--- config.mk ---
export PLATFORM = sky130hd
export DESIGN_NAME = fpio_top
export DESIGN_NICKNAME = d
export VERILOG_FILES = /design/src/fpio_pkg.sv /design/src/fpio_top.sv
export VERILOG_INCLUDE_DIRS = /design/src
export SDC_FILE = /design/constraint.sdc
export NUM_CORES = 1
export LEC_CHECK = 0
export ABC_CLOCK_PERIOD_IN_PS = 2280
export BUFFER_PORTS_ARGS = -buffer_cell sky130_fd_sc_hd__buf_2
export CAP_MARGIN = 20
export CORE_ASPECT_RATIO = 1.2
export CORE_MARGIN = 1.5
export CORE_UTILIZATION = 45
export CTS_CLUSTER_DIAMETER = 200
export DETAILED_ROUTE_END_ITERATION = 12
export PLACE_DENSITY = 0.86
export SYNTH_ARGS = -nofsm -noshare
export SYNTH_HDL_FRONTEND = slang
export SYNTH_SLANG_ARGS = --single-unit
export TNS_END_PERCENT = 100
--- constraint.sdc ---
create_clock -name aclk -period 2.28 [get_ports aclk]
set_input_delay 0.114 -clock aclk [delete_from_list [all_inputs] [get_ports aclk]]
set_output_delay 0.114 -clock aclk [all_outputs]
set_load 0.01 [all_outputs]
--- src/fpio_defines.svh ---
`ifndef FPIO_DEFINES_SVH
`define FPIO_DEFINES_SVH

// Register indices, byte address is four times the index
`define FPIO_IDX_A_DATA   4'h0
`define FPIO_IDX_B_DATA   4'h1
`define FPIO_IDX_C_DATA   4'h2
`define FPIO_IDX_D_DATA   4'h3
`define FPIO_IDX_A_DIR    4'h4
`define FPIO_IDX_B_DIR    4'h5
`define FPIO_IDX_C_DIR    4'h6
`define FPIO_IDX_D_DIR    4'h7
`define FPIO_IDX_STATUS   4'h8
`define FPIO_IDX_CLEAR    4'h9
`define FPIO_IDX_ENABLE   4'hA
`define FPIO_IDX_CONFIG   4'hB
`define FPIO_IDX_LAST     4'hB
`define FPIO_WORD_LSB     2
`define FPIO_IDX_W        4

// Field positions
`define FPIO_B_LSB        5
`define FPIO_B_MSB        7
`define FPIO_D_BIDIR_BIT  5
`define FPIO_D_INPUT_BIT  7
`define FPIO_C_SHARED     8'hF8
`define FPIO_CFG_SPE_BIT  0
`define FPIO_CFG_ADC_BIT  1
`define FPIO_CFG_PULL_BIT 2
`define FPIO_CFG_KEY_BIT  3
`define FPIO_CFG_MSB      3

// Reset values
`define FPIO_DIR_RESET    8'h00
`define FPIO_DIRB_RESET   3'h0
`define FPIO_STAT_RESET   8'h00
`define FPIO_EN_RESET     8'h00
`define FPIO_CFG_RESET    4'h0

// Bus answers
`define FPIO_RESP_OKAY    2'h0
`define FPIO_RESP_SLVERR  2'h2

`endif

--- src/fpio_pkg.sv ---
package fpio_pkg;

  typedef struct packed {
    logic [7:0] dat_a;
    logic [2:0] dat_b;
    logic [7:0] dat_c;
    logic       dat_d;
    logic [7:0] dir_a;
    logic [2:0] dir_b;
    logic [7:0] dir_c;
    logic       dir_d;
    logic [7:0] oe_a;
    logic [2:0] oe_b;
    logic [7:0] oe_c;
    logic       oe_d;
    logic [7:0] stat;
    logic [7:0] en;
    logic [3:0] cfg;
    logic [7:0] prev_a;
    logic       irq;
    logic       pull;
    logic       aw_got;
    logic [4:0] aw_sel;
    logic       w_got;
    logic [7:0] w_data;
    logic       w_strb;
    logic       awready;
    logic       wready;
    logic       bvalid;
    logic [1:0] bresp;
    logic       arready;
    logic       rvalid;
    logic [1:0] rresp;
    logic [7:0] rdata;
  } fpio_state_type;

endpackage : fpio_pkg

--- src/fpio_top.sv ---
// Functional notes
// - Direction one drives pin, zero floats it
// - Reset clears every direction register
// - Data latches survive reset, undefined at power-up
// - Read returns latch for outputs, pin otherwise
// - Writes to input pins only update latch
// - First port eight bits, data 0, direction 4
// - Second port bits 5-7, data 1, direction 5
// - Third port eight bits, data 2, direction 6
// - Fourth port bidir bit 5, input bit 7
// - Fourth direction only bit 5 implemented
// - Fourth input line always readable
// - Fourth port general I/O regardless of timer
// - Serial enable takes second port pins
// - Converter enable takes third port bits 3-7
// - First port pull-up and interrupt by option
// - Direction registers readable and writable
// - First port lines raise external interrupt events
//
// Added by the designer: register access over AXI4-Lite.
`include "fpio_defines.svh"
`timescale 1ns/1ns
`default_nettype none

module fpio_top #(
  parameter int ADDR_W = 8
) (
  input  wire logic              aclk,
  input  wire logic              aresetn,
  input  wire logic [ADDR_W-1:0] s_axi_awaddr,
  input  wire logic              s_axi_awvalid,
  output var  logic              s_axi_awready,
  input  wire logic [31:0]       s_axi_wdata,
  input  wire logic [3:0]        s_axi_wstrb,
  input  wire logic              s_axi_wvalid,
  output var  logic              s_axi_wready,
  output var  logic [1:0]        s_axi_bresp,
  output var  logic              s_axi_bvalid,
  input  wire logic              s_axi_bready,
  input  wire logic [ADDR_W-1:0] s_axi_araddr,
  input  wire logic              s_axi_arvalid,
  output var  logic              s_axi_arready,
  output var  logic [31:0]       s_axi_rdata,
  output var  logic [1:0]        s_axi_rresp,
  output var  logic              s_axi_rvalid,
  input  wire logic              s_axi_rready,
  input  wire logic [7:0]        port_a_in,
  output var  logic [7:0]        port_a_out,
  output var  logic [7:0]        port_a_oe,
  output var  logic              port_a_pullup,
  input  wire logic [2:0]        second_port_lines_in,
  output var  logic [2:0]        second_port_lines_out,
  output var  logic [2:0]        second_port_lines_oe,
  input  wire logic [7:0]        port_c_in,
  output var  logic [7:0]        port_c_out,
  output var  logic [7:0]        port_c_oe,
  input  wire logic              fourth_port_bidir_line_in,
  output var  logic              fourth_port_bidir_line_out,
  output var  logic              fourth_port_bidir_line_oe,
  input  wire logic              fourth_port_input_line,
  output var  logic              irq
);

  if (ADDR_W < 6) begin : g_check
    $error("fpio_top: ADDR_W must be at least 6");
  end

  fpio_pkg::fpio_state_type s_q;
  fpio_pkg::fpio_state_type s_d;

  // Decode: bit 4 set when the word is mapped
  function automatic logic [4:0] fpio_decode(input logic [ADDR_W-1:0] a);
    logic [ADDR_W-1:0] word;
    logic              hit;
    word = a >> `FPIO_WORD_LSB;
    hit  = (word <= ADDR_W'(`FPIO_IDX_LAST));
    return {hit, a[`FPIO_WORD_LSB+`FPIO_IDX_W-1:`FPIO_WORD_LSB]};
  endfunction : fpio_decode

  // Latch for outputs, pin for inputs
  function automatic logic [7:0] fpio_mix(input logic [7:0] dir,
                                          input logic [7:0] lat,
                                          input logic [7:0] pin);
    return (dir & lat) | (~dir & pin);
  endfunction : fpio_mix

  logic       aw_take;
  logic       w_take;
  logic       wr_go;
  logic [4:0] wr_sel;
  logic [7:0] wr_byte;
  logic       wr_strb;
  logic [7:0] key_fall;

  assign aw_take  = s_axi_awvalid & s_q.awready;
  assign w_take   = s_axi_wvalid & s_q.wready;
  assign wr_sel   = s_q.aw_got ? s_q.aw_sel : fpio_decode(s_axi_awaddr);
  assign wr_byte  = s_q.w_got ? s_q.w_data : s_axi_wdata[7:0];
  assign wr_strb  = s_q.w_got ? s_q.w_strb : s_axi_wstrb[0];
  assign wr_go    = (s_q.aw_got | aw_take) & (s_q.w_got | w_take) & ~s_q.bvalid & aresetn;
  // Falling edges on first port lines act like the external request pin
  assign key_fall = s_q.cfg[`FPIO_CFG_KEY_BIT] ? (s_q.prev_a & ~port_a_in) : 8'h00;

  always_comb begin
    logic [4:0] rsel;
    logic [7:0] rv;
    rsel = 5'h00;
    rv   = 8'h00;
    s_d  = s_q;

    // Write address and data taken in either order
    if (aw_take) begin
      s_d.aw_got = 1'b1;
      s_d.aw_sel = fpio_decode(s_axi_awaddr);
    end
    if (w_take) begin
      s_d.w_got  = 1'b1;
      s_d.w_data = s_axi_wdata[7:0];
      s_d.w_strb = s_axi_wstrb[0];
    end
    if (s_q.bvalid && s_axi_bready) begin
      s_d.bvalid = 1'b0;
    end

    if (wr_go) begin
      s_d.aw_got = 1'b0;
      s_d.w_got  = 1'b0;
      s_d.bvalid = 1'b1;
      s_d.bresp  = wr_sel[4] ? `FPIO_RESP_OKAY : `FPIO_RESP_SLVERR;
      if (wr_sel[4] && wr_strb) begin
        case (wr_sel[3:0])
          `FPIO_IDX_A_DATA: begin
            s_d.dat_a = wr_byte;
          end
          `FPIO_IDX_B_DATA: begin
            s_d.dat_b = wr_byte[`FPIO_B_MSB:`FPIO_B_LSB];
          end
          `FPIO_IDX_C_DATA: begin
            s_d.dat_c = wr_byte;
          end
          `FPIO_IDX_D_DATA: begin
            s_d.dat_d = wr_byte[`FPIO_D_BIDIR_BIT];
          end
          `FPIO_IDX_A_DIR: begin
            s_d.dir_a = wr_byte;
          end
          `FPIO_IDX_B_DIR: begin
            s_d.dir_b = wr_byte[`FPIO_B_MSB:`FPIO_B_LSB];
          end
          `FPIO_IDX_C_DIR: begin
            s_d.dir_c = wr_byte;
          end
          `FPIO_IDX_D_DIR: begin
            s_d.dir_d = wr_byte[`FPIO_D_BIDIR_BIT];
          end
          `FPIO_IDX_CLEAR: begin
            s_d.stat = s_q.stat & ~wr_byte;
          end
          `FPIO_IDX_ENABLE: begin
            s_d.en = wr_byte;
          end
          `FPIO_IDX_CONFIG: begin
            s_d.cfg = wr_byte[`FPIO_CFG_MSB:0];
          end
          default: begin
            s_d.cfg = s_d.cfg;
          end
        endcase
      end
    end

    // New events win over a clear in the same cycle
    s_d.stat   = s_d.stat | key_fall;
    s_d.prev_a = port_a_in;

    // Read channel
    if (s_q.rvalid && s_axi_rready) begin
      s_d.rvalid = 1'b0;
    end
    if (s_axi_arvalid && s_q.arready) begin
      rsel = fpio_decode(s_axi_araddr);
      if (rsel[4]) begin
        case (rsel[3:0])
          `FPIO_IDX_A_DATA: begin
            rv = fpio_mix(s_q.dir_a, s_q.dat_a, port_a_in);
          end
          `FPIO_IDX_B_DATA: begin
            rv = fpio_mix({s_q.dir_b, 5'h00}, {s_q.dat_b, 5'h00},
                          {second_port_lines_in, 5'h00});
          end
          `FPIO_IDX_C_DATA: begin
            rv = fpio_mix(s_q.dir_c, s_q.dat_c, port_c_in);
          end
          `FPIO_IDX_D_DATA: begin
            rv[`FPIO_D_BIDIR_BIT] = s_q.dir_d ? s_q.dat_d : fourth_port_bidir_line_in;
            rv[`FPIO_D_INPUT_BIT] = fourth_port_input_line;
          end
          `FPIO_IDX_A_DIR: begin
            rv = s_q.dir_a;
          end
          `FPIO_IDX_B_DIR: begin
            rv[`FPIO_B_MSB:`FPIO_B_LSB] = s_q.dir_b;
          end
          `FPIO_IDX_C_DIR: begin
            rv = s_q.dir_c;
          end
          `FPIO_IDX_D_DIR: begin
            rv[`FPIO_D_BIDIR_BIT] = s_q.dir_d;
          end
          `FPIO_IDX_STATUS: begin
            rv = s_q.stat;
          end
          `FPIO_IDX_ENABLE: begin
            rv = s_q.en;
          end
          `FPIO_IDX_CONFIG: begin
            rv[`FPIO_CFG_MSB:0] = s_q.cfg;
          end
          default: begin
            rv = 8'h00;
          end
        endcase
      end
      s_d.rvalid = 1'b1;
      s_d.rdata  = rv;
      s_d.rresp  = rsel[4] ? `FPIO_RESP_OKAY : `FPIO_RESP_SLVERR;
    end

    if (!aresetn) begin
      s_d.dat_a   = s_q.dat_a;
      s_d.dat_b   = s_q.dat_b;
      s_d.dat_c   = s_q.dat_c;
      s_d.dat_d   = s_q.dat_d;
      s_d.dir_a   = `FPIO_DIR_RESET;
      s_d.dir_b   = `FPIO_DIRB_RESET;
      s_d.dir_c   = `FPIO_DIR_RESET;
      s_d.dir_d   = 1'b0;
      s_d.stat    = `FPIO_STAT_RESET;
      s_d.en      = `FPIO_EN_RESET;
      s_d.cfg     = `FPIO_CFG_RESET;
      s_d.prev_a  = 8'h00;
      s_d.aw_got  = 1'b0;
      s_d.aw_sel  = 5'h00;
      s_d.w_got   = 1'b0;
      s_d.w_data  = 8'h00;
      s_d.w_strb  = 1'b0;
      s_d.bvalid  = 1'b0;
      s_d.bresp   = `FPIO_RESP_OKAY;
      s_d.rvalid  = 1'b0;
      s_d.rresp   = `FPIO_RESP_OKAY;
      s_d.rdata   = 8'h00;
    end

    // Pin drivers; fourth port ignores the timer entirely
    s_d.oe_a    = s_d.dir_a;
    s_d.oe_b    = s_d.cfg[`FPIO_CFG_SPE_BIT] ? 3'h0 : s_d.dir_b;
    s_d.oe_c    = s_d.cfg[`FPIO_CFG_ADC_BIT] ? (s_d.dir_c & ~`FPIO_C_SHARED)
                                             : s_d.dir_c;
    s_d.oe_d    = s_d.dir_d;
    s_d.pull    = s_d.cfg[`FPIO_CFG_PULL_BIT];
    s_d.irq     = |(s_d.stat & s_d.en);
    s_d.awready = ~s_d.aw_got & ~s_d.bvalid & aresetn;
    s_d.wready  = ~s_d.w_got & ~s_d.bvalid & aresetn;
    s_d.arready = ~s_d.rvalid & aresetn;
  end

  always_ff @(posedge aclk) begin
    s_q <= s_d;
  end

  assign s_axi_awready              = s_q.awready;
  assign s_axi_wready               = s_q.wready;
  assign s_axi_bresp                = s_q.bresp;
  assign s_axi_bvalid               = s_q.bvalid;
  assign s_axi_arready              = s_q.arready;
  assign s_axi_rdata                = {24'h000000, s_q.rdata};
  assign s_axi_rresp                = s_q.rresp;
  assign s_axi_rvalid               = s_q.rvalid;
  assign port_a_out                 = s_q.dat_a;
  assign port_a_oe                  = s_q.oe_a;
  assign port_a_pullup              = s_q.pull;
  assign second_port_lines_out      = s_q.dat_b;
  assign second_port_lines_oe       = s_q.oe_b;
  assign port_c_out                 = s_q.dat_c;
  assign port_c_oe                  = s_q.oe_c;
  assign fourth_port_bidir_line_out = s_q.dat_d;
  assign fourth_port_bidir_line_oe  = s_q.oe_d;
  assign irq                        = s_q.irq;

  // Checks
  a_dir_reset: assert property (@(posedge aclk) disable iff (!aresetn)
    $rose(aresetn) |-> (s_q.dir_a == 8'h00) && (s_q.dir_b == 3'h0) && (s_q.dir_c == 8'h00)
      && !s_q.dir_d && (port_a_oe == 8'h00) && (port_c_oe == 8'h00)
      && (second_port_lines_oe == 3'h0) && !fourth_port_bidir_line_oe)
    else $error("direction not cleared by reset");

  a_data_keep: assert property (@(posedge aclk) disable iff (!aresetn)
    $rose(aresetn) |-> (port_c_out === $past(port_c_out)) && (port_a_out === $past(port_a_out)))
    else $error("data latch changed across reset");

  a_read_mix: assert property (@(posedge aclk) disable iff (!aresetn)
    (s_axi_arvalid && s_axi_arready && fpio_decode(s_axi_araddr) == {1'b1, `FPIO_IDX_A_DATA})
      |=> s_axi_rvalid && (s_axi_rdata[7:0] == (($past(s_q.dir_a) & $past(port_a_out))
          | (~$past(s_q.dir_a) & $past(port_a_in)))))
    else $error("first port read mix wrong");

  a_dir_drive: assert property (@(posedge aclk) disable iff (!aresetn)
    (wr_go && wr_strb && wr_sel == {1'b1, `FPIO_IDX_A_DIR}) |=> (port_a_oe == $past(wr_byte)))
    else $error("first port enable does not follow direction write");

  a_input_write: assert property (@(posedge aclk) disable iff (!aresetn)
    (wr_go && wr_strb && wr_sel == {1'b1, `FPIO_IDX_C_DATA} && s_q.dir_c == 8'h00)
      |=> (port_c_oe == 8'h00) && (port_c_out == $past(wr_byte)))
    else $error("input pin write disturbed pin or lost latch");

  a_serial_gate: assert property (@(posedge aclk) disable iff (!aresetn)
    s_q.cfg[`FPIO_CFG_SPE_BIT] |-> (second_port_lines_oe == 3'h0))
    else $error("second port driven while serial enabled");

  a_conv_gate: assert property (@(posedge aclk) disable iff (!aresetn)
    s_q.cfg[`FPIO_CFG_ADC_BIT] |-> ((port_c_oe & `FPIO_C_SHARED) == 8'h00)
      && (port_c_oe == (s_q.dir_c & ~`FPIO_C_SHARED)))
    else $error("third port shared lines driven while converter on");

  a_fourth_dir: assert property (@(posedge aclk) disable iff (!aresetn)
    (wr_go && wr_strb && wr_sel == {1'b1, `FPIO_IDX_D_DIR})
      |=> (fourth_port_bidir_line_oe == $past(wr_byte[`FPIO_D_BIDIR_BIT])))
    else $error("fourth port direction bit misplaced");

  a_fourth_read: assert property (@(posedge aclk) disable iff (!aresetn)
    (s_axi_arvalid && s_axi_arready && fpio_decode(s_axi_araddr) == {1'b1, `FPIO_IDX_D_DATA})
      |=> (s_axi_rdata[7] == $past(fourth_port_input_line))
          && ((s_axi_rdata[7:0] & 8'h5F) == 8'h00))
    else $error("fourth port read wrong");

  a_pull_option: assert property (@(posedge aclk) disable iff (!aresetn)
    $changed(s_q.cfg) |=> (port_a_pullup == $past(s_q.cfg[`FPIO_CFG_PULL_BIT], 1)))
    else $error("pull-up does not follow option");

  a_key_event: assert property (@(posedge aclk) disable iff (!aresetn)
    (key_fall != 8'h00) |=> ((s_q.stat & $past(key_fall)) == $past(key_fall)) ##1
      ($past(key_fall, 2) == 8'h00 || irq == |(s_q.stat & s_q.en)))
    else $error("first port edge lost");

  a_bit_zero: assert property (@(posedge aclk) disable iff (!aresetn)
    (s_axi_arvalid && s_axi_arready && fpio_decode(s_axi_araddr) == {1'b1, `FPIO_IDX_B_DIR})
      |=> (s_axi_rdata[4:0] == 5'h00) && (s_axi_rdata[7:5] == $past(s_q.dir_b)))
    else $error("unimplemented second port bits not zero");

  a_b_drive: assert property (@(posedge aclk) disable iff (!aresetn)
    (wr_go && wr_strb && wr_sel == {1'b1, `FPIO_IDX_B_DIR} && !s_q.cfg[`FPIO_CFG_SPE_BIT])
      |=> (second_port_lines_oe == $past(wr_byte[`FPIO_B_MSB:`FPIO_B_LSB])))
    else $error("second port enable does not follow direction write");

  a_c_read_mix: assert property (@(posedge aclk) disable iff (!aresetn)
    (s_axi_arvalid && s_axi_arready && fpio_decode(s_axi_araddr) == {1'b1, `FPIO_IDX_C_DATA})
      |=> s_axi_rvalid && (s_axi_rdata[7:0] == (($past(s_q.dir_c) & $past(port_c_out))
          | (~$past(s_q.dir_c) & $past(port_c_in)))))
    else $error("third port read mix wrong");

  a_d_latch: assert property (@(posedge aclk) disable iff (!aresetn)
    (wr_go && wr_strb && wr_sel == {1'b1, `FPIO_IDX_D_DATA})
      |=> (fourth_port_bidir_line_out == $past(wr_byte[`FPIO_D_BIDIR_BIT]))
          && (fourth_port_bidir_line_oe == $past(fourth_port_bidir_line_oe)))
    else $error("fourth port latch write wrong");

  a_b_read_zero: assert property (@(posedge aclk) disable iff (!aresetn)
    (s_axi_arvalid && s_axi_arready && fpio_decode(s_axi_araddr) == {1'b1, `FPIO_IDX_B_DATA})
      |=> (s_axi_rdata[4:0] == 5'h00) && (s_axi_rdata[31:8] == 24'h000000))
    else $error("second port data read has stray bits");

  a_clear_stat: assert property (@(posedge aclk) disable iff (!aresetn)
    (wr_go && wr_strb && wr_sel == {1'b1, `FPIO_IDX_CLEAR})
      |=> ((s_q.stat & $past(wr_byte) & ~$past(key_fall)) == 8'h00))
    else $error("status clear lost");

  a_stat_hold: assert property (@(posedge aclk) disable iff (!aresetn)
    (!(wr_go && wr_sel == {1'b1, `FPIO_IDX_CLEAR}) && (key_fall == 8'h00))
      |=> (s_q.stat == $past(s_q.stat)))
    else $error("status changed without event or clear");

endmodule : fpio_top

`default_nettype wire

* Word-level counts from Yosys, hierarchy flattened
Cells that the tools add are included.
Word-level totals: flip-flop bits (word level) 114, bits of input ports 80, output and inout port bits 83
Cells by class: order comparisons 2, equal/unequal tests 20, muxes and demuxes 36, bitwise gates (word level) 35, reduce and logical (&&, ||, !) cells 14
Operators with widths (count):
- bitwise AND 8 bit | 9
- two-way mux 8 bit | 6
- two-way mux 20 bit | 2
- inverter 8 bit | 5
- two-way mux 12 bit | 3
- == test 4 x 3 -> 1 bit (second input constant) | 8
- bitwise OR 8 bit | 4
- one-hot mux 4 bit (8 select lines) | 1
- two-way mux 28 bit | 1
- == test 4 bit (second input constant) | 6
- two-way mux 11 bit | 2
- == test 4 x 2 -> 1 bit (second input constant) | 4
- two-way mux 16 bit | 1
- AND reduction 4 bit | 4
- <= comparator 6 x 4 -> 1 bit (second input constant) | 2
- bitwise AND 1 bit | 10
- two-way mux 10 bit | 1
- one-hot mux 1 bit (10 select lines) | 1
- two-way mux 3 bit | 3
- one-hot mux 1 bit (9 select lines) | 1
- AND reduction 3 bit | 3
- == test 4 x 1 -> 1 bit (second input constant) | 2
- logical NOT 4 bit | 2
- one-hot mux 1 bit (8 select lines) | 1
- other kinds (10) | 25

* Depth between registers and ports, before layout
Gate-level depths: netlist of run 1.
depth in word-level cells 10, gate-level depth with buffers 9

* Least setup slack after synthesis of run 1
No wires, ideal clock.
path kind register to register, start register s_q[32] (netlist bit), end register s_q, in the netlist port_c_out[0] (enable), data arrival time 1.779 ns, path slack 0.126 ns, stages on the path, launching flop included 7, clock period less this slack 2.154 ns, path through dfxtp_1 buf_6 a2111oi_4 a2bb2oi_4 and2_1 o21ai_0 a21oi_1
Between the ends: cells in the longest elaborated chain, start to end 5, elaborated cells between the ends (all ways) 8
RTL lines:
- from (decl) | RTL line fpio_top.sv:68 | fpio_pkg::fpio_state_type s_q;
- from (signal assigned) | RTL line fpio_top.sv:268 | s_q <= s_d;
- bitwise OR 1 bit | RTL line fpio_top.sv:100 | assign wr_go = (s_q.aw_got | aw_take) & (s_q.w_got | w_take) & ~s_q.bvalid & aresetn;
- bitwise AND 1 bit (3 in series) | RTL line fpio_top.sv:100
- AND reduction 4 bit (no source line) *
Every way passes the cells marked *; elsewhere a longest branch is shown, timed or not. A chain may end at the register's enable or synchronous reset.

==> results.yml, run 1 <==
outcome:
  status: "completed"
critical_path:
  rr_worst_depth: 6
  cp_slowest_cell: "a2111oi_4"
  crit_chain: "a2111oi_4 -> a2bb2oi_4 -> nand4_4 -> mux2_2 -> a32oi_1 -> nand4_1"
  slowest_delay_ns: 0.44
  cp-start-kind: "flip-flop"
  end_kind: "flip-flop"
  critPathTopFamily: "compound AO/OA/AOI/OAI gates"
  arrival_ns: 2.35
  worst-path-buf-inv: 0
  r2r_start: "s_q[32]$_DFF_P_"
  critPathRequiredTime_ns: 2.50
  crit_fanout: 8
  cp.depth: 6
  path_class: "reg -> reg"
  reg2reg_setup_slack_ns: 0.15
  reg2reg_to: "irq$_DFF_P_"
layout:
  syn_to_final_growth_pct: 11.3
  fin_area_sq_um: 6200
  drive_gt1_frac: 0.269
  nNetsFinal: 714
  multi_input_area_sq_um: 2590
  regArea_sq_um: 2360
  diodes: 0
  nFillCells: 1154
clock_network:
  clock-sinks: 108
  cts.clk_slew.worst_paths_ns: 0.07
  htree_levels: 3
  cts_tree: "built"
  clock_latency_ns: 0.35
  cts_max_path_buffers: 2
  ctsRootBufferMaster: "clkbuf_16"
  cts_buffers: 9
placed_design:
  place_hpwl_mm: 9.74
  io_buffers: 105
  dpl_cell_area_sq_um: 5840
  gp_congestion: 0.853
sta:
  fin_crit_sh: 0.933
  rsz0062_at_grt: "false"
  holdWs_ns: 0.0109
  setup_viol: 0
  fin_crit_ns: 2.13
  final_hold_viol_count: 0
  relSlewSlack: 0.497
  fin_setup_tns_ns: 0
  worst_slew_pin_slew_ns: 0.754
  fmax_mhz: 470
  finalMaxSlewViolations: 0
  fin_skew_ns: 0.00906
floorplanning:
  io_pins: 163
  num_rows: 44
  dieWidth_microns: 105
  start_util: 0.460
  core_area_sq_um: 12100
  die-area_sq_um: 13100
  die_y_microns: 125
synth:
  synth_cell_type_count: 62
  ys_warn_count: 0
  synth-edff-count: 20
  async_reset_ff_frac: 0
  synthCells: 573
  avgSynthCellArea_sq_um: 9.72
  synthesis.area_sq_um: 5570
  synth-seq-cells: 108
  ys_seq_area_frac: 0.424
  ys.flop_type: "dfxtp_1"
route:
  drt_iter0_drc: 198
  via_per_inst: 5.30
  postRouteAntennaNets: 0
  drt-wirelength-per-cell_microns: 16.7
  via_count: 4243
  wl_mm: 13.3
  drc: 0
  first_pass_iters: 4
grt:
  grt_overflow_total: 0
  grtUsageTotal: 0.204
  antenna_found_initial: 0
  grt_pass1_wl_mm: 20.7
  grt-busiest-layer: "met2"
  met2_usage: 0.350
  grt.met1_usage: 0.234
  grt.met3_usage: 0.0445
  grt_max_degree: 95
  grt_pass1_vias: 4074
hold_path:
  worstHoldStart: "port_a_in[4]"
  worstHoldPathCells: 2
  hold_path.class: "in -> reg"
  min_to: "s_q[39]$_SDFF_PN0_"
power_and_ir_drop:
  leakage_nw: 2.63
  vdd_ir_drop_max_v: 0.000391
  p_per_area_nw_per_um2: 644
  total_power_mw: 3.99
flow_run:
  cap_viol_max_count: 0
## what timing repair did
action	CTS	global route
hold buffers	4	0
resized for setup	0	0
endpoints found under the setup margin	0	0
setup buffers	0	0
endpoints found under the hold margin	4	0
## kinds of logic after synthesis
kind of cell           after synthesis  synth area share
AOI/OAI and AO/OA                   99             0.134
buffers and inverters              109             0.127
DFF                                108             0.424
muxes                               55             0.104
other                                1          0.000673
and+or+nand+nor                    201             0.211
## per-stage QoR
| step | worst slack [ns] | cells | util |
|---|---|---|---|
| global placement | 0.251 | 780 | 0.483 |
| detailed placement | 0.170 | 780 | 0.483 |
| CTS | 0.145 | 800 | 0.512 |
| global route | 0.0230 | 800 | 0.512 |
| finish | 0.153 | 800 | 0.512 |
| floorplan | 0.126 | 598 | - |
## cell type report
class	count	area share
well taps	161	0.0325
inverters	7	0.00424
multi-input cells	381	0.418
clock inverters	5	0.00969
repair buffers	127	0.113
clock buffers	11	0.0410
flip-flops and latches	108	0.381
## worst max-delay path by stage
stage | startpoint | slack, ns | endpoint
floorplan | s_q[32]$_DFF_P_ | 0.13 | port_c_out[0]$_DFFE_PP_
global placement | s_q[32]$_DFF_P_ | 0.25 | irq$_DFF_P_
detailed placement | s_q[32]$_DFF_P_ | 0.17 | irq$_DFF_P_
CTS | s_q[32]$_DFF_P_ | 0.14 | irq$_DFF_P_
global route | s_q[32]$_DFF_P_ | 0.02 | irq$_DFF_P_
finish | s_q[32]$_DFF_P_ | 0.15 | irq$_DFF_P_
## flip-flops by register name, summed over array words and instances, names as in the netlist, 3 cells and up
signal,flops
second_port_lines_out,3
s_q,55
port_c_out,8
second_port_lines_oe,3
port_c_oe,5
port_a_out,8
s_axi_rdata,8
port_a_oe,8
## worst register-to-register path: cells and delay by family (launching register included)
kind,cells,cell delay [ns]
AO/OA/AOI/OAI,3,0.91
flip-flops,1,0.38
AND/OR/NAND/NOR,2,0.36
multiplexers,1,0.35
## report_power, final
part	switching (mW)	internal, mW
Combinational	0.223	0.150
Clock	0.699	0.921
Sequential	0.0206	1.98
Total	0.943	3.05
## cell usage after synthesis (all sizes together) (2+ instances only)
cell,count,area [sq um]
a2111oi,2,36.3
a211o,2,17.5
a21boi,18,135
a21oi,6,30.0
a221oi,3,26.3
a22o,5,43.8
a22oi,12,90.1
a2bb2oi,2,35.0
a31oi,6,37.5
a32oi,7,61.3
and2,30,188
and3,3,18.8
and3b,3,26.3
buf,81,598
clkbuf,21,82.6
dfxtp,88,1760
edfxtp,20,601
inv,7,26.3
mux2,19,218
mux2i,36,360
nand2,55,211
nand2b,14,87.6
nand3,10,55.1
nand3b,13,97.6
nand4,2,27.5
nor2,11,41.3
nor2b,38,238
nor3,7,35.0
nor3b,8,90.1
o211ai,4,30.0
o21ai,21,105
o22ai,2,12.5
## cells in the final DEF, fill, tap and decap left out, types with 13 or more instances in the layout
cell,Yosys,final
buf_4,75,18
mux2i_1,36,36
o21ai_0,20,20
nand3b_1,13,13
dfxtp_1,88,88
and2_1,29,29
nand2_1,53,53
nor2b_1,38,38
a21boi_0,18,18
nand2b_1,14,14
edfxtp_1,20,20
mux2_2,18,18
conb_1,1,26
buf_2,4,105
## per-layer routing
metal,part of all wire,up-vias
met5,0,-
met2,0.50,148
met1,0.41,2025
li1,-,2034
met4,0.040,0
met3,0.049,36
Note: power is estimated with default switching activity, not from simulation.
==> inputs of run 2 (changes only) <==
==> constraint.sdc (replaced) <==
create_clock -name aclk -period 2.28 [get_ports aclk]
set_input_delay 0 -clock aclk [delete_from_list [all_inputs] [get_ports aclk]]
set_output_delay 0 -clock aclk [all_outputs]
set_load 0.01 [all_outputs]
==> results.yml, run 2 (same netlist as run 1, synthesis figures left out) <==
outcome:
  status: "completed"
clock_network:
  htree_levels: 3
  cts_tree: "built"
  cts.clk_slew.worst_paths_ns: 0.07
  cts_buffers: 9
  clock_latency_ns: 0.35
  ctsRootBufferMaster: "clkbuf_16"
  post_cts_resized: 0
  cts_max_path_buffers: 2
  clock-sinks: 108
critical_path:
  endpoint: "second_port_lines_oe[1]$_SDFF_PP0_"
  cp_slowest_cell: "a2111oi_4"
  path_class: "reg -> reg"
  rr_worst_depth: 6
  reg2reg_to: "second_port_lines_oe[1]$_SDFF_PP0_"
  arrival_ns: 2.42
  worstSetupStartpoint: "s_q[32]$_DFF_P_"
  end_kind: "flip-flop"
  slowest_delay_ns: 0.46
  crit_fanout: 6
  critPathRequiredTime_ns: 2.57
  crit_chain: "a2111oi_4 -> a2bb2oi_4 -> and2_1 -> nand3_2 -> mux2i_1 -> and3b_1"
  reg2reg_setup_slack_ns: 0.15
  cp-start-kind: "flip-flop"
  r2r_start: "s_q[32]$_DFF_P_"
placed_design:
  place_hpwl_mm: 9.61
  gp_congestion: 0.847
  place_inst: 780
  pre_cts_slack_ns: 0.152
  io_buffers: 105
sta:
  relSlewSlack: 0.493
  setup_viol: 0
  fin_crit_sh: 0.936
  fin_skew_ns: 0.00880
  setup_ws_ns: 0.145
  rsz0062_at_grt: "false"
  fin_setup_tns_ns: 0
  fmax_mhz: 468
  worst_slew_pin_slew_ns: 0.761
  final_hold_viol_count: 0
  finalMaxSlewViolations: 0
  fin_crit_ns: 2.13
layout:
  nNetsFinal: 736
  layout_commonest_cell: "buf_2"
  largest_reg_flops: 55
  regMostFlops: "s_q"
  nFillCells: 1105
  multi_input_area_sq_um: 2590
  final_cells: 822
  drive_gt1_frac: 0.262
  regArea_sq_um: 2360
  syn_to_final_growth_pct: 14.6
  layout_common_cells: "105 x buf_2, 88 x dfxtp_1, 53 x nand2_1"
  diodes: 0
route:
  drt-wirelength-per-cell_microns: 16.1
  postRouteAntennaNets: 0
  drt_iter0_drc: 165
  via_per_inst: 5.20
  wl_mm: 13.3
  via_count: 4277
  first_pass_iters: 5
  drc: 0
floorplanning:
  die-area_sq_um: 13100
  num_rows: 44
  die_y_microns: 125
  io_pins: 163
  core_area_sq_um: 12100
  start_util: 0.460
  dieWidth_microns: 105
grt:
  grtUsageTotal: 0.205
  grt_max_degree: 95
  antenna_found_initial: 0
  grt_pass1_vias: 4164
  grt_pass1_wl_mm: 20.9
  grt_overflow_total: 0
power_and_ir_drop:
  p_per_area_nw_per_um2: 608
  leakage_nw: 2.70
  vdd_ir_drop_max_v: 0.000428
hold_path:
  hold_path.class: "in -> reg"
flow_run:
  cap_viol_max_count: 0
run 2: cell count changes in the layout (fill, tap and decap cells not counted), sizes merged:
cell	previous run	this run
bufinv	1	0
clkinv	4	2
clkbuf	11	9
inv	7	11
dlygate4sd3	4	26
clkinvlp	0	1
run 2: where the power goes:
part,internal (mW),switching [mW]
registers,1.98,0.0211
clock network,0.755,0.726
logic,0.174,0.228
run 2: how the worst min path moves through the flow:
stage / start / slack [ns] / endpoint / cells after the start
after global placement: port_a_in[0] / 0.23 / s_q[35]$_SDFF_PN0_ / 2
final: s_axi_awaddr[7] / 0.04 / s_q[31]$_SDFFE_PN0P_ / 4
after floorplan: port_a_in[0] / 0.13 / s_q[35]$_SDFF_PN0_ / 1
after global routing: s_axi_awaddr[7] / 0.06 / s_q[31]$_SDFFE_PN0P_ / 4
after detailed placement: port_a_in[1] / 0.24 / s_q[36]$_SDFF_PN0_ / 2
after CTS: s_axi_awaddr[7] / 0.04 / s_q[31]$_SDFFE_PN0P_ / 4
run 2: metal layers:
metal	track usage	part of all wire	vias up
met5	0	0	-
met3	0.0387	0.061	39
met4	0.107	0.037	0
met1	0.239	0.40	1988
li1	-	-	2074
met2	0.353	0.50	176
run 2: per-stage QoR:
step           hold WS, ns  utilization  total power, mW  cell area [sq um]
2_1_floorplan        0.127            -             2.30               5660
3_3_place_gp         0.228        0.483             2.40               5840
3_5_place_dp         0.237        0.483             2.40               5840
4_1_cts             0.0383        0.527             3.91               6380
5_1_grt             0.0615        0.527             4.03               6380
6_report            0.0414        0.527             3.88               6380
run 2: worst max-delay path, delay by kind of cell (launching register included):
family / cells / cell delay (ns)
simple gates: 3 / 0.56
mux: 1 / 0.43
compound gates: 2 / 0.69
flops: 1 / 0.38
run 2: final cells by class:
| cell class | instances | share of cell area |
|---|---|---|
| clock buffer | 9 | 0.0353 |
| timing repair buffer | 149 | 0.144 |
| tap | 161 | 0.0316 |
| clock inverter | 7 | 0.00843 |
| sequential | 108 | 0.370 |
| inverter | 7 | 0.00412 |
| multi-input combinational | 381 | 0.406 |
run 2: repair_timing:
item,in CTS,in global routing
setup buffers,0,0
hold endpoints to repair,24,0
hold buffers,26,0
